`src/epi_pkg.sv`:
```
package epi_pkg;
  // Register byte offsets on the APB bus
  localparam logic [7:0] EPI_OFS_CTRL = 8'h00;
  localparam logic [7:0] EPI_OFS_STAT = 8'h04;
  localparam logic [7:0] EPI_OFS_MASK = 8'h08;
  // Bus widths
  localparam int EPI_AW = 8;
  localparam int EPI_DW = 32;
  // Control and status field positions
  localparam int EPI_BIT_MODE = 0;
  localparam int EPI_BIT_IE = 1;
  localparam int EPI_BIT_ACK = 2;
  localparam int EPI_BIT_FLAG = 3;
  localparam int EPI_BIT_PE = 4;
  localparam int EPI_BIT_POL = 5;
  localparam int EPI_BIT_PDD = 6;
  // Sticky event bits of the status and mask registers
  localparam int EPI_EV_SET = 0;
  localparam int EPI_EV_CLR = 1;
  localparam int EPI_EV_W = 2;
  // Values after reset
  localparam logic [7:0] EPI_CTRL_RST = 8'h00;
  localparam logic [EPI_EV_W-1:0] EPI_EV_RST = 2'h0;
  localparam logic [EPI_DW-1:0] EPI_RDATA_RST = 32'h0000_0000;
  // Stages of the pin synchroniser
  localparam int EPI_SYNC_STAGES = 2;
  // Bus handshake states
  typedef enum logic [0:0] {
    EPI_BUS_IDLE = 1'b0,
    EPI_BUS_DONE = 1'b1
  } epi_bus_t;
endpackage

```
`src/epi_sync.sv`:
```
`timescale 1ns/10ps
// Two-stage level synchroniser; first stage feeds only the second
module epi_sync (
  input wire logic pclk,
  input wire logic presetn,
  input wire logic din,
  output logic dout
);
  import epi_pkg::*;

  logic [EPI_SYNC_STAGES-1:0] stage; // Shift chain

  // Shift the raw level through the chain
  always_ff @(posedge pclk or negedge presetn) begin
    if (!presetn) begin
      stage <= '0;
    end else begin
      stage <= {stage[EPI_SYNC_STAGES-2:0], din};
    end
  end

  // Last stage is the safe copy
  always_comb begin
    dout = stage[EPI_SYNC_STAGES-1];
  end
endmodule // epi_sync

```
`src/epi_top.sv`:
```
`timescale 1ns/10ps
// Operation
// - Bit 4 enables pin interrupt function
// - Bit 5 picks falling or rising polarity
// - Pull-down for rising, pull-up for falling
// - Bit 6 disables the internal pull device
// - Bit 0: edges only, or edges plus levels
// - Bit 3 flag set on qualifying event
// - Writing 1 to bit 2 clears flag
// - Acknowledge write 0 ignored, reads 0
// - Level mode keeps flag while pin asserted
// - CPU request when flag and bit 1 set
module epi_top (
  input wire logic pclk,
  input wire logic presetn,
  input wire logic [epi_pkg::EPI_AW-1:0] paddr,
  input wire logic psel,
  input wire logic penable,
  input wire logic pwrite,
  input wire logic [epi_pkg::EPI_DW-1:0] pwdata,
  input wire logic [3:0] pstrb,
  output logic [epi_pkg::EPI_DW-1:0] prdata,
  output logic pready,
  output logic pslverr,
  input wire logic pin_in,
  output logic pin_req_enable,
  output logic pin_pull_up_en,
  output logic pin_pull_down_en,
  output logic cpu_irq,
  output logic irq
);
  import epi_pkg::*;

  // Control fields
  logic detect_mode_select; // Edge only or edge plus level
  logic pin_interrupt_enable; // CPU request enable
  logic pin_function_enable; // Pin acts as request input
  logic polarity_select; // Rising when set
  logic pull_device_disable; // Pull device off when set
  logic pin_event_flag; // Pending request flag

  // Pin sampling
  logic pin_sync; // Synchronised pin level
  logic pin_prev; // Previous synchronised sample
  logic level_active; // Pin at its asserted level
  logic prev_active; // Previous sample at asserted level
  logic edge_hit; // Edge of selected polarity
  logic set_event; // Qualifying request event

  // Bus decode
  epi_bus_t bus_state; // Handshake phase
  logic access; // Access phase, answer not yet given
  logic done; // Completing edge of a transfer
  logic hit_ctrl; // Control register selected
  logic hit_stat; // Status register selected
  logic hit_mask; // Mask register selected
  logic mapped; // Any register selected
  logic wr_lane0; // Write with low byte enabled
  logic wr_ctrl; // Completed control write
  logic wr_ack; // Acknowledge written as one
  logic wr_mask; // Completed mask write

  // Interrupt bookkeeping
  logic [EPI_EV_W-1:0] ev_status; // Sticky events
  logic [EPI_EV_W-1:0] ev_mask; // Event mask
  logic [EPI_EV_W-1:0] ev_pulse; // Events this cycle
  logic [EPI_EV_W-1:0] stat_taken; // Status bits handed to a read
  logic [7:0] ctrl_view; // Control register as read
  logic [EPI_DW-1:0] next_rdata; // Read data for the selected register

  // Pin synchroniser instance
  epi_sync u_sync (
    .pclk(pclk),
    .presetn(presetn),
    .din(pin_in),
    .dout(pin_sync)
  );

  // Previous sample for edge detection
  always_ff @(posedge pclk or negedge presetn) begin
    if (!presetn) begin
      pin_prev <= 1'b0;
    end else begin
      pin_prev <= pin_sync;
    end
  end

  // Asserted level follows polarity, edge from sample pair
  always_comb begin
    level_active = polarity_select ? pin_sync : !pin_sync;
    prev_active = polarity_select ? pin_prev : !pin_prev;
    edge_hit = level_active && !prev_active;
    // Only an enabled pin raises events
    set_event = pin_function_enable
                && (edge_hit || (detect_mode_select && level_active));
  end

  // Bus phase decode
  always_comb begin
    access = psel && penable && (bus_state == EPI_BUS_IDLE);
    done = psel && penable && pready;
    hit_ctrl = (paddr == EPI_OFS_CTRL);
    hit_stat = (paddr == EPI_OFS_STAT);
    hit_mask = (paddr == EPI_OFS_MASK);
    mapped = hit_ctrl || hit_stat || hit_mask;
    wr_lane0 = done && pwrite && pstrb[0];
    wr_ctrl = wr_lane0 && hit_ctrl;
    wr_mask = wr_lane0 && hit_mask;
    wr_ack = wr_ctrl && pwdata[EPI_BIT_ACK];
  end

  // One wait state: answer on the cycle after the access phase opens
  always_ff @(posedge pclk or negedge presetn) begin
    if (!presetn) begin
      bus_state <= EPI_BUS_IDLE;
    end else begin
      unique case (bus_state)
        EPI_BUS_IDLE: begin
          // Access seen, answer next
          if (access) begin
            bus_state <= EPI_BUS_DONE;
          end
        end
        EPI_BUS_DONE: begin
          // Answer given, back to idle
          bus_state <= EPI_BUS_IDLE;
        end
      endcase
    end
  end

  // Ready and error strobes from flops
  always_ff @(posedge pclk or negedge presetn) begin
    if (!presetn) begin
      pready <= 1'b0;
      pslverr <= 1'b0;
    end else begin
      pready <= access;
      pslverr <= access && !mapped;
    end
  end

  // Control register view; ack and unused bit read zero
  always_comb begin
    ctrl_view = 8'h00;
    ctrl_view[EPI_BIT_MODE] = detect_mode_select;
    ctrl_view[EPI_BIT_IE] = pin_interrupt_enable;
    ctrl_view[EPI_BIT_FLAG] = pin_event_flag;
    ctrl_view[EPI_BIT_PE] = pin_function_enable;
    ctrl_view[EPI_BIT_POL] = polarity_select;
    ctrl_view[EPI_BIT_PDD] = pull_device_disable;
  end

  // Read multiplexer
  always_comb begin
    next_rdata = EPI_RDATA_RST;
    if (hit_ctrl) begin
      next_rdata[7:0] = ctrl_view;
    end else if (hit_stat) begin
      next_rdata[EPI_EV_W-1:0] = ev_status;
    end else if (hit_mask) begin
      next_rdata[EPI_EV_W-1:0] = ev_mask;
    end
  end

  // Read data captured as the answer is prepared
  always_ff @(posedge pclk or negedge presetn) begin
    if (!presetn) begin
      prdata <= EPI_RDATA_RST;
      stat_taken <= EPI_EV_RST;
    end else if (access && !pwrite) begin
      prdata <= next_rdata;
      stat_taken <= hit_stat ? ev_status : EPI_EV_RST;
    end else if (done) begin
      stat_taken <= EPI_EV_RST;
    end
  end

  // Control fields written by software
  always_ff @(posedge pclk or negedge presetn) begin
    if (!presetn) begin
      detect_mode_select <= 1'b0;
      pin_interrupt_enable <= 1'b0;
      pin_function_enable <= 1'b0;
      polarity_select <= 1'b0;
      pull_device_disable <= 1'b0;
    end else if (wr_ctrl) begin
      detect_mode_select <= pwdata[EPI_BIT_MODE];
      pin_interrupt_enable <= pwdata[EPI_BIT_IE];
      pin_function_enable <= pwdata[EPI_BIT_PE];
      polarity_select <= pwdata[EPI_BIT_POL];
      pull_device_disable <= pwdata[EPI_BIT_PDD];
    end
  end

  // Event flag: a new event wins over an acknowledge
  always_ff @(posedge pclk or negedge presetn) begin
    if (!presetn) begin
      pin_event_flag <= 1'b0;
    end else if (set_event) begin
      pin_event_flag <= 1'b1;
    end else if (wr_ack) begin
      pin_event_flag <= 1'b0;
    end
  end

  // Pull device direction and pin function outputs
  always_ff @(posedge pclk or negedge presetn) begin
    if (!presetn) begin
      pin_req_enable <= 1'b0;
      pin_pull_up_en <= 1'b0;
      pin_pull_down_en <= 1'b0;
    end else begin
      pin_req_enable <= pin_function_enable;
      // Pull only while enabled and not disabled
      pin_pull_up_en <= pin_function_enable && !pull_device_disable
                        && !polarity_select;
      pin_pull_down_en <= pin_function_enable && !pull_device_disable
                          && polarity_select;
    end
  end

  // CPU request follows flag and enable
  always_ff @(posedge pclk or negedge presetn) begin
    if (!presetn) begin
      cpu_irq <= 1'b0;
    end else begin
      cpu_irq <= pin_event_flag && pin_interrupt_enable;
    end
  end

  // Event pulses for the sticky status
  always_comb begin
    ev_pulse = EPI_EV_RST;
    ev_pulse[EPI_EV_SET] = set_event && !pin_event_flag;
    ev_pulse[EPI_EV_CLR] = wr_ack && !set_event && pin_event_flag;
  end

  // Sticky status: read clears only bits handed out, set wins
  always_ff @(posedge pclk or negedge presetn) begin
    if (!presetn) begin
      ev_status <= EPI_EV_RST;
    end else begin
      if (done && !pwrite && hit_stat) begin
        ev_status <= (ev_status & ~stat_taken) | ev_pulse;
      end else begin
        ev_status <= ev_status | ev_pulse;
      end
    end
  end

  // Mask register
  always_ff @(posedge pclk or negedge presetn) begin
    if (!presetn) begin
      ev_mask <= EPI_EV_RST;
    end else if (wr_mask) begin
      ev_mask <= pwdata[EPI_EV_W-1:0];
    end
  end

  // Level interrupt while any unmasked status bit is set
  always_ff @(posedge pclk or negedge presetn) begin
    if (!presetn) begin
      irq <= 1'b0;
    end else begin
      irq <= |(ev_status & ev_mask);
    end
  end
endmodule // epi_top

```
`config.mk`:
```
export PLATFORM = sky130hd
export DESIGN_NAME = epi_top
export DESIGN_NICKNAME = d
export VERILOG_FILES = /design/src/epi_pkg.sv /design/src/epi_sync.sv /design/src/epi_top.sv
export SDC_FILE = /design/constraint.sdc
export NUM_CORES = 1
export LEC_CHECK = 0
export BUFFER_PORTS_ARGS = -buffer_cell sky130_fd_sc_hd__buf_4
export CAP_MARGIN = 20
export CORE_MARGIN = 5
export CORE_UTILIZATION = 35
export DETAILED_ROUTE_END_ITERATION = 12
export HOLD_SLACK_MARGIN = 0.1
export PLACE_DENSITY = 0.76
export SLEW_MARGIN = 10
export SYNTH_ARGS = -nofsm -noshare
export SYNTH_HDL_FRONTEND = slang
export SYNTH_SLANG_ARGS = --single-unit
```
`constraint.sdc`:
```
create_clock -name pclk -period 3 [get_ports pclk]
set_input_delay 0.3 -clock pclk [delete_from_list [all_inputs] [get_ports pclk]]
set_output_delay 0.3 -clock pclk [all_outputs]
set_load 0.005 [all_outputs]
```
Word level (Yosys, flattened, before mapping)
Cells that the tools add are included.
{ "totals": {"ff_bits": 31, "in_bits": 50, "out_inout_bits": 39} }
{ "classes": {"eq_ne": 2, "n_mux": 14, "bitwise_logic": 6, "n_reduce_logical": 38} }
{ "op_table": {"columns": ["op", "n"], "rows": [
  ["1-bit logical AND", 22],
  ["2-bit two-way mux", 7],
  ["1-bit logical NOT", 9],
  ["8-bit by 3-bit == test with 1-bit output (second input constant)", 1],
  ["8-bit by 4-bit == test with 1-bit output (second input constant)", 1],
  ["8-bit logical NOT", 1],
  ["1-bit two-way mux", 5],
  ["5-bit two-way mux", 1],
  ["2-bit AND", 2],
  ["2-bit bitwise OR", 2],
  ["2-bit nonzero test", 2],
  ["1-bit logical OR", 3],
  ["2-bit inverter", 1],
  ["1-bit case mux with 2 select lines", 1],
  ["2-bit OR reduction", 1],
  ["1-bit inverter", 1]
]} }

Logic depth before layout (Yosys ltp)
Gate-level depths: netlist of the first run.
{ "depth": {"word_depth": 11, "depth_mapped": 5, "mapped_depth_nobuf": 4} }

Cells and area by module
Synthesis of the first run repeated with hierarchy kept, for this count alone.
{ "hier_totals": {"hier_cells": 128, "area_unflattened_um2": 1421.4} }
{ "by_module_without_submodules": {"columns": ["mod", "instances", "cells_each", "area_each_um2"], "rows": [
  ["epi_top", 1, 126, 1371.3],
  ["epi_sync", 1, 2, 50.0]
]} }

Worst setup path after synthesis of the first run
Ideal clock, no wire load.
{ "synth_timing": {"path_type": "input to register", "from": "input paddr[7] (netlist bit)", "to": "register detect_mode_select", "setup_time_ns": 0.125, "arrival_ns": 1.748, "required_ns": 2.875, "slack_ns": 1.128, "cell_stages": 4, "path_cell_list": "or4_1 -> buf_2 -> nor4_4 -> mux2_2"} }
{ "synth_between": {"elab_chain_len": 2} }
{ "synth_lines": {"columns": ["element", "line_no", "rtl"], "rows": [
  ["start, declared", "epi_top.sv:16", "input wire logic [epi_pkg::EPI_AW-1:0] paddr,"],
  ["8-bit logical NOT", "epi_top.sv:102", "hit_ctrl = (paddr == EPI_OFS_CTRL);"],
  ["1-bit logical AND", "epi_top.sv:107", "wr_ctrl = wr_lane0 && hit_ctrl;"],
  ["end signal, assigned", "epi_top.sv:188", "detect_mode_select <= pwdata[EPI_BIT_MODE];"],
  ["end, declared", "epi_top.sv:35", "logic detect_mode_select;"]
]} }
No other way between the ends.
A chain may end at the register's enable or synchronous reset.

Final worst setup path of the first run
{ "layout_timing": {"from": "input paddr[7] (netlist bit)", "to": "register ev_mask[1]"} }
{ "layout_between": {"elab_chain_len": 2} }
{ "layout_lines": {"columns": ["element", "line_no", "rtl"], "rows": [
  ["8-bit by 4-bit == test with 1-bit output", "epi_top.sv:104", "hit_mask = (paddr == EPI_OFS_MASK);"],
  ["1-bit logical AND", "epi_top.sv:108", "wr_mask = wr_lane0 && hit_mask;"],
  ["end signal, assigned", "epi_top.sv:257", "ev_mask <= pwdata[EPI_EV_W-1:0];"],
  ["end, declared", "epi_top.sv:65", "logic [EPI_EV_W-1:0] ev_mask;"]
]} }
No other way between the ends.

==> metrics.yaml, run 1 <==
routing:
  routed_wirelength_mm: 2.35
  wl_per_cell_um: 11.8
  vias: 891
  first_iter_violations: 34
  ant_nets: 0
  drc: 0
  viasPerCell: 4.48
  firstDrtPassIters: 4
place:
  place.gp.congestion: 0.779
  io_buffers: 33
  dpl.hpwl_mm: 1.87
synth:
  synth_top_cell_by_area: "dfrtp_1"
  async_flop_share_pct: 100
  ys.flop_type: "dfrtp_1"
  ys_ff_latch: 28
  yosysTopAreaCellShare_pct: 53.0
  synth_area_mm2: 0.00132
  ys_warn_count: 0
  synth_edf_count: 0
  synth_cell_type_count: 32
  avgSynthCellArea_um2: 11.4
  ys_seq_area_share_pct: 53.0
  synthCells: 116
  synthTopCellsByArea: "dfrtp_1 53%, buf_4 15%, mux2_2 6.0%"
sta:
  hold_viol_final: 0
  finalClockSkew_ns: 0.00933
  setup_viol: 0
  fin_crit_sh_pct: 60.9
  timing.setup.tns_ns: 0
  worst_pin_slew_ns: 0.559
  max_freq_mhz: 548
  slew_headroom_pct: 62.4
  rsz0062_at_grt: "false"
  fin_crit_ns: 1.83
  slew_viol_final: 0
grt:
  grt_use_total_pct: 9.01
  antenna_found_initial: 0
  grt_first_pass_wirelength_mm: 3.72
  overflow: 0
  grt_pass1_vias: 846
  grt_max_degree: 29
pwr:
  p_sw_uw: 141
  powerDensity_mw_per_mm2: 453
  internal_power_uw: 584
  power_frac_clock_pct: 39.7
  fin_total_pwr_uw: 725
  power_leakage_nw: 0.811
  peakVddDrop_mv: 0.207
  seqPwrFrac_pct: 52.9
  p_comb_share_pct: 7.4
  switching_share_pct: 19.4
finish:
  final_common_cell: "buf_4"
  num_antenna_cells: 0
  layout_common_cells: "33 x buf_4, 28 x dfrtp_1, 26 x conb_1"
  register_area_um2: 701
  multi_input_area_um2: 497
  fillers: 370
  nets: 202
  syn_to_final_growth_pct: 21.1
  drive_gt1_share_pct: 30.5
cts:
  cts_tree: "yes"
  cts.sinks: 28
  clk_path_buf_depth: 2
  ctsRootBufferMaster: "clkbuf_8"
  cts_resized: 0
  cts_made_buffers: 3
  htreeDepth: 1
  path_clk_slew_ns: 0.09
  insertion_delay_ns: 0.27
  holdBufCountCts: 1
  postCtsSetupRepairBufs: 0
setup_path:
  arrival_ns: 1.98
  start_kind: "input pin"
  cp_cell_sequence: "buf_4 -> or4_1 -> nor3_1 -> and4_1 -> mux2_2"
  max_stage_delay_ns: 0.64
  end_kind: "flop"
  crit_required_ns: 3.16
  path_class: "in2reg"
  crit_fanout: 5
  crit_slowest_cell: "or4_1"
die:
  die_w_um: 71.5
  initial_utilization_pct: 36.1
  coreArea_mm2: 0.00366
  die_y_um: 71.5
  num_rows: 22
  dieArea_mm2: 0.00511
  ios: 89
worst_hold_path:
  hp-class: "in2reg"
flow_run:
  drv_cap: 0
run_status:
  status: "finished clean"
## power groups by stage
stage          combinational, mW  clock [mW]  sequential [mW]
5_1_grt                   0.0618       0.310            0.385
4_1_cts                   0.0541       0.294            0.384
2_1_floorplan             0.0430           0            0.391
3_5_place_dp              0.0530           0            0.391
3_3_place_gp              0.0521           0            0.391
6_report                  0.0537       0.288            0.384
## metrics by stage
stage          hold slack, ns  instances  instance area (um^2)  util [%]  worst slack (ns)
3_3_place_gp            0.229        194                  1520      41.5             0.863
3_5_place_dp            0.234        194                  1520      41.5             0.862
6_report                0.126        199                  1600      43.7              1.17
5_1_grt                 0.108        199                  1600      43.7              1.11
2_1_floorplan         0.00441        141                  1420         -              1.13
4_1_cts                 0.122        199                  1600      43.7              1.15
## logic make-up (layout without fill, tap and decap cells)
logic type             after synthesis  in the layout  share of synthesized area, %
AO/OA/AOI/OAI                       20             20                          11.4
buffers and inverters               32             42                          16.6
flip-flops                          28             28                          53.0
multiplexers                         7              7                          5.96
other                                1             26                         0.284
AND/OR/NAND/NOR                     28             28                          12.8
## cell usage after synthesis, types with 2 or more instances
library cell / number
a22o_1: 5
nor3_1: 3
buf_4: 26
dfrtp_1: 28
nand2_1: 10
inv_1: 4
nor2_1: 2
a32o_1: 2
or4_1: 2
o21ai_0: 5
mux2_2: 7
o221ai_1: 2
## state kept, by name (all words and copies together), names as in the netlist
signal / flops
prdata: 6
ev_mask: 2
ev_status: 2
stat_taken: 2
u_sync.stage: 2
bus_state: 1
cpu_irq: 1
detect_mode_select: 1
irq: 1
pin_event_flag: 1
pin_function_enable: 1
pin_interrupt_enable: 1
pin_prev: 1
pin_pull_down_en: 1
pin_pull_up_en: 1
pin_req_enable: 1
polarity_select: 1
pslverr: 1
pull_device_disable: 1
## worst max-delay path: cells and delay by family
kind,cells,cell delay [ns]
buffers and inverters,1,0.11
muxes,1,0.34
and+or+nand+nor,3,1.24
## layout make-up
cell class / instances / area share (%)
Sequential cell: 28 / 43.7
Multi-Input combinational cell: 81 / 31.0
Timing Repair Buffer: 34 / 16.1
Inverter: 4 / 0.937
Clock inverter: 1 / 1.87
Clock buffer: 3 / 2.58
Tap cell: 48 / 3.75
## routing by layer
layer	routed length [um]	GRT usage [%]	share of wire [%]	up-vias
li1	-	-	-	434
met1	862	9.95	37	420
met2	1240	15.4	53	31
met3	199	2.95	8.5	6
met4	45	4.59	1.9	0
met5	0	0	0	-
## worst paths after layout
kind | startpoint | end | slack (ns) | cells after the start
min reg2reg | u_sync.stage[0]$_DFF_PN0_ | u_sync.stage[1]$_DFF_PN0_ | 0.35 | 0
max in group asynchronous | presetn | cpu_irq$_DFF_PN0_ | 2.28 | 2
max | paddr[7] | ev_mask[1]$_DFFE_PN0P_ | 1.17 | 5
max reg2reg | bus_state$_DFF_PN0_ | prdata[5]$_DFFE_PN0P_ | 1.30 | 3
min in group asynchronous | presetn | u_sync.stage[1]$_DFF_PN0_ | 0.47 | 2
min | pin_in | u_sync.stage[0]$_DFF_PN0_ | 0.13 | 1
Power figures use the tool's default switching activity.
==> inputs of run 2 (changes only) <==
- ABC_AREA: not set -> 1
- PLACE_DENSITY: 0.76 -> 0.75
- clock period: 3 -> 1.9 ns (I/O delays scaled with it)
==> run 2 against run 1 <==
Worst hold slack improved by 0.039 ns; routed wire length increased by 9.7%; critical path depth is 2 higher; critical path type is now reg2reg; die area increased by 7.4%; first-iteration DRC count grew 76%; clock power grew 10%; synthesized cell count grew 37%; utilization decreased by 1.4 points; register-to-register slack worse by 0.68 ns.
==> metrics.yaml, run 2 <==
cts:
  path_clk_slew_ns: 0.09
  clk_path_buf_depth: 2
  cts.sinks: 28
  postCtsSetupRepairBufs: 0
  holdBufCountCts: 2
  ctsRootBufferMaster: "clkbuf_8"
  htreeDepth: 1
  cts_tree: "yes"
  insertion_delay_ns: 0.27
  cts_made_buffers: 3
  cts_resized: 0
pwr:
  peakVddDrop_mv: 0.214
  power_leakage_nw: 0.939
  powerDensity_mw_per_mm2: 605
  fin_total_pwr_mw: 1.03
finish:
  multi_input_area_um2: 559
  fin_area_mm2: 0.00170
  top_register: "prdata"
  drive_gt1_share_pct: 26.7
  nets: 247
  syn_to_final_growth_pct: 18.0
  largest_register_ffs: 6
  register_area_um2: 701
  fillers: 410
  layout_common_cells: "33 x buf_4, 29 x nand2_1, 28 x dfrtp_1"
  final_common_cell: "buf_4"
  num_antenna_cells: 0
routing:
  wl_per_cell_um: 10.5
  routed_wirelength_mm: 2.58
  ant_nets: 0
  first_iter_violations: 60
  firstDrtPassIters: 3
  vias: 1016
  drc: 0
  viasPerCell: 4.15
synth:
  yosysMostFrequentCell: "nand2_1"
  async_flop_share_pct: 100
  synthTopCellsByArea: "dfrtp_1 49%, buf_4 14%, nand2_1 7.6%"
  synth_top_cell_by_area: "dfrtp_1"
  synthCells: 159
  ys_seq_area_share_pct: 48.8
  synth_commonest_cells: "29 x nand2_1, 28 x dfrtp_1, 26 x buf_4"
  yosysTopAreaCellShare_pct: 48.8
  synth_area_mm2: 0.00144
  synth_edf_count: 0
  ys_warn_count: 0
  avgSynthCellArea_um2: 9.03
  synth_cell_type_count: 21
  ys.flop_type: "dfrtp_1"
  ys_ff_latch: 28
worst_hold_path:
  hp-class: "in2reg"
die:
  dieArea_mm2: 0.00548
  die_y_um: 74.1
  die_w_um: 74.1
  num_rows: 23
  ios: 89
  initial_utilization_pct: 35.9
  coreArea_mm2: 0.00400
place:
  dpl_cell_area_mm2: 0.00163
  dpl.hpwl_mm: 2.03
  io_buffers: 33
  place.gp.congestion: 0.821
grt:
  grt_pass1_vias: 992
  grt_use_total_pct: 10.1
  overflow: 0
  grt_max_degree: 29
  antenna_found_initial: 0
  grt_first_pass_wirelength_mm: 4.27
setup_path:
  path_class: "reg2reg"
  end_kind: "flop"
  start_kind: "flop"
  crit_fanout: 12
  crit_required_ns: 2.12
  arrival_ns: 1.50
sta:
  slew_viol_final: 0
  rsz0062_at_grt: "false"
  setup_viol: 0
  max_freq_mhz: 780
  hold_viol_final: 0
  fin_crit_ns: 1.28
  fin_crit_sh_pct: 67.5
  timing.setup.tns_ns: 0
  finalClockSkew_ns: 0.00425
flow_run:
  drv_cap: 0
run_status:
  status: "finished clean"
## run 2: final timing paths
check                                               start                         endpoint  slack (ns)  cells after the start
max in group asynchronous                         presetn      polarity_select$_DFFE_PN0P_        1.28                      2
worst min-delay path                            pwdata[4]  pin_function_enable$_DFFE_PN0P_        0.16                      3
worst max register to register        bus_state$_DFF_PN0_            prdata[1]$_DFFE_PN0P_        0.62                      7
worst min register to register  u_sync.stage[0]$_DFF_PN0_        u_sync.stage[1]$_DFF_PN0_        0.35                      0
worst max-delay path                  bus_state$_DFF_PN0_            prdata[1]$_DFFE_PN0P_        0.62                      7
min in group asynchronous                         presetn            prdata[3]$_DFFE_PN0P_        0.36                      2
## run 2: layer usage
layer | vias to the layer above | track usage (%) | part of all wire, %
li1 | 523 | - | -
met1 | 463 | 12.0 | 41
met2 | 26 | 16.4 | 49
met3 | 4 | 2.84 | 8.5
met4 | 0 | 5.43 | 1.8
met5 | - | 0 | 0
## run 2: where the power goes
| part | leakage (nW) | switching, mW | internal (mW) |
|---|---|---|---|
| Sequential | 0.351 | 0.00364 | 0.602 |
| Combinational | 0.567 | 0.0595 | 0.0437 |
| Clock | 0.0216 | 0.175 | 0.142 |
## run 2: cells by family (layout without fill, tap and decap cells)
kind of cell / after synthesis / in the layout / synth area share, %
other: 1 / 26 / 0.261
AND/OR/NAND/NOR: 68 / 68 / 25.1
flip-flops: 28 / 28 / 48.8
buffers and inverters: 44 / 55 / 18.8
AO/OA/AOI/OAI: 18 / 18 / 7.06
## run 2: cell type report
type | count | area share, %
sequential | 28 | 41.3
tap | 50 | 3.69
timing repair buffer | 35 | 15.8
multi-input combinational | 112 | 33.0
clock buffer | 3 | 2.44
inverter | 17 | 3.76
## run 2: metrics by stage
step | setup WS, ns | hold slack [ns] | instances | util [%]
global placement | 0.657 | 0.126 | 240 | 40.9
CTS | 0.610 | 0.163 | 245 | 42.4
finish | 0.617 | 0.164 | 245 | 42.4
floorplan | 0.805 | -0.106 | 184 | -
detailed placement | 0.640 | 0.127 | 240 | 40.9
global route | 0.480 | 0.183 | 245 | 42.4
## run 2: critical path, stage by stage (launching register included)
cell,delay [ns]
dfrtp_1,0.41
inv_1,0.07
nand3_2,0.08
nor2_2,0.15
inv_1,0.21
a21oi_1,0.18
nand2_1,0.07
nand2_1,0.05
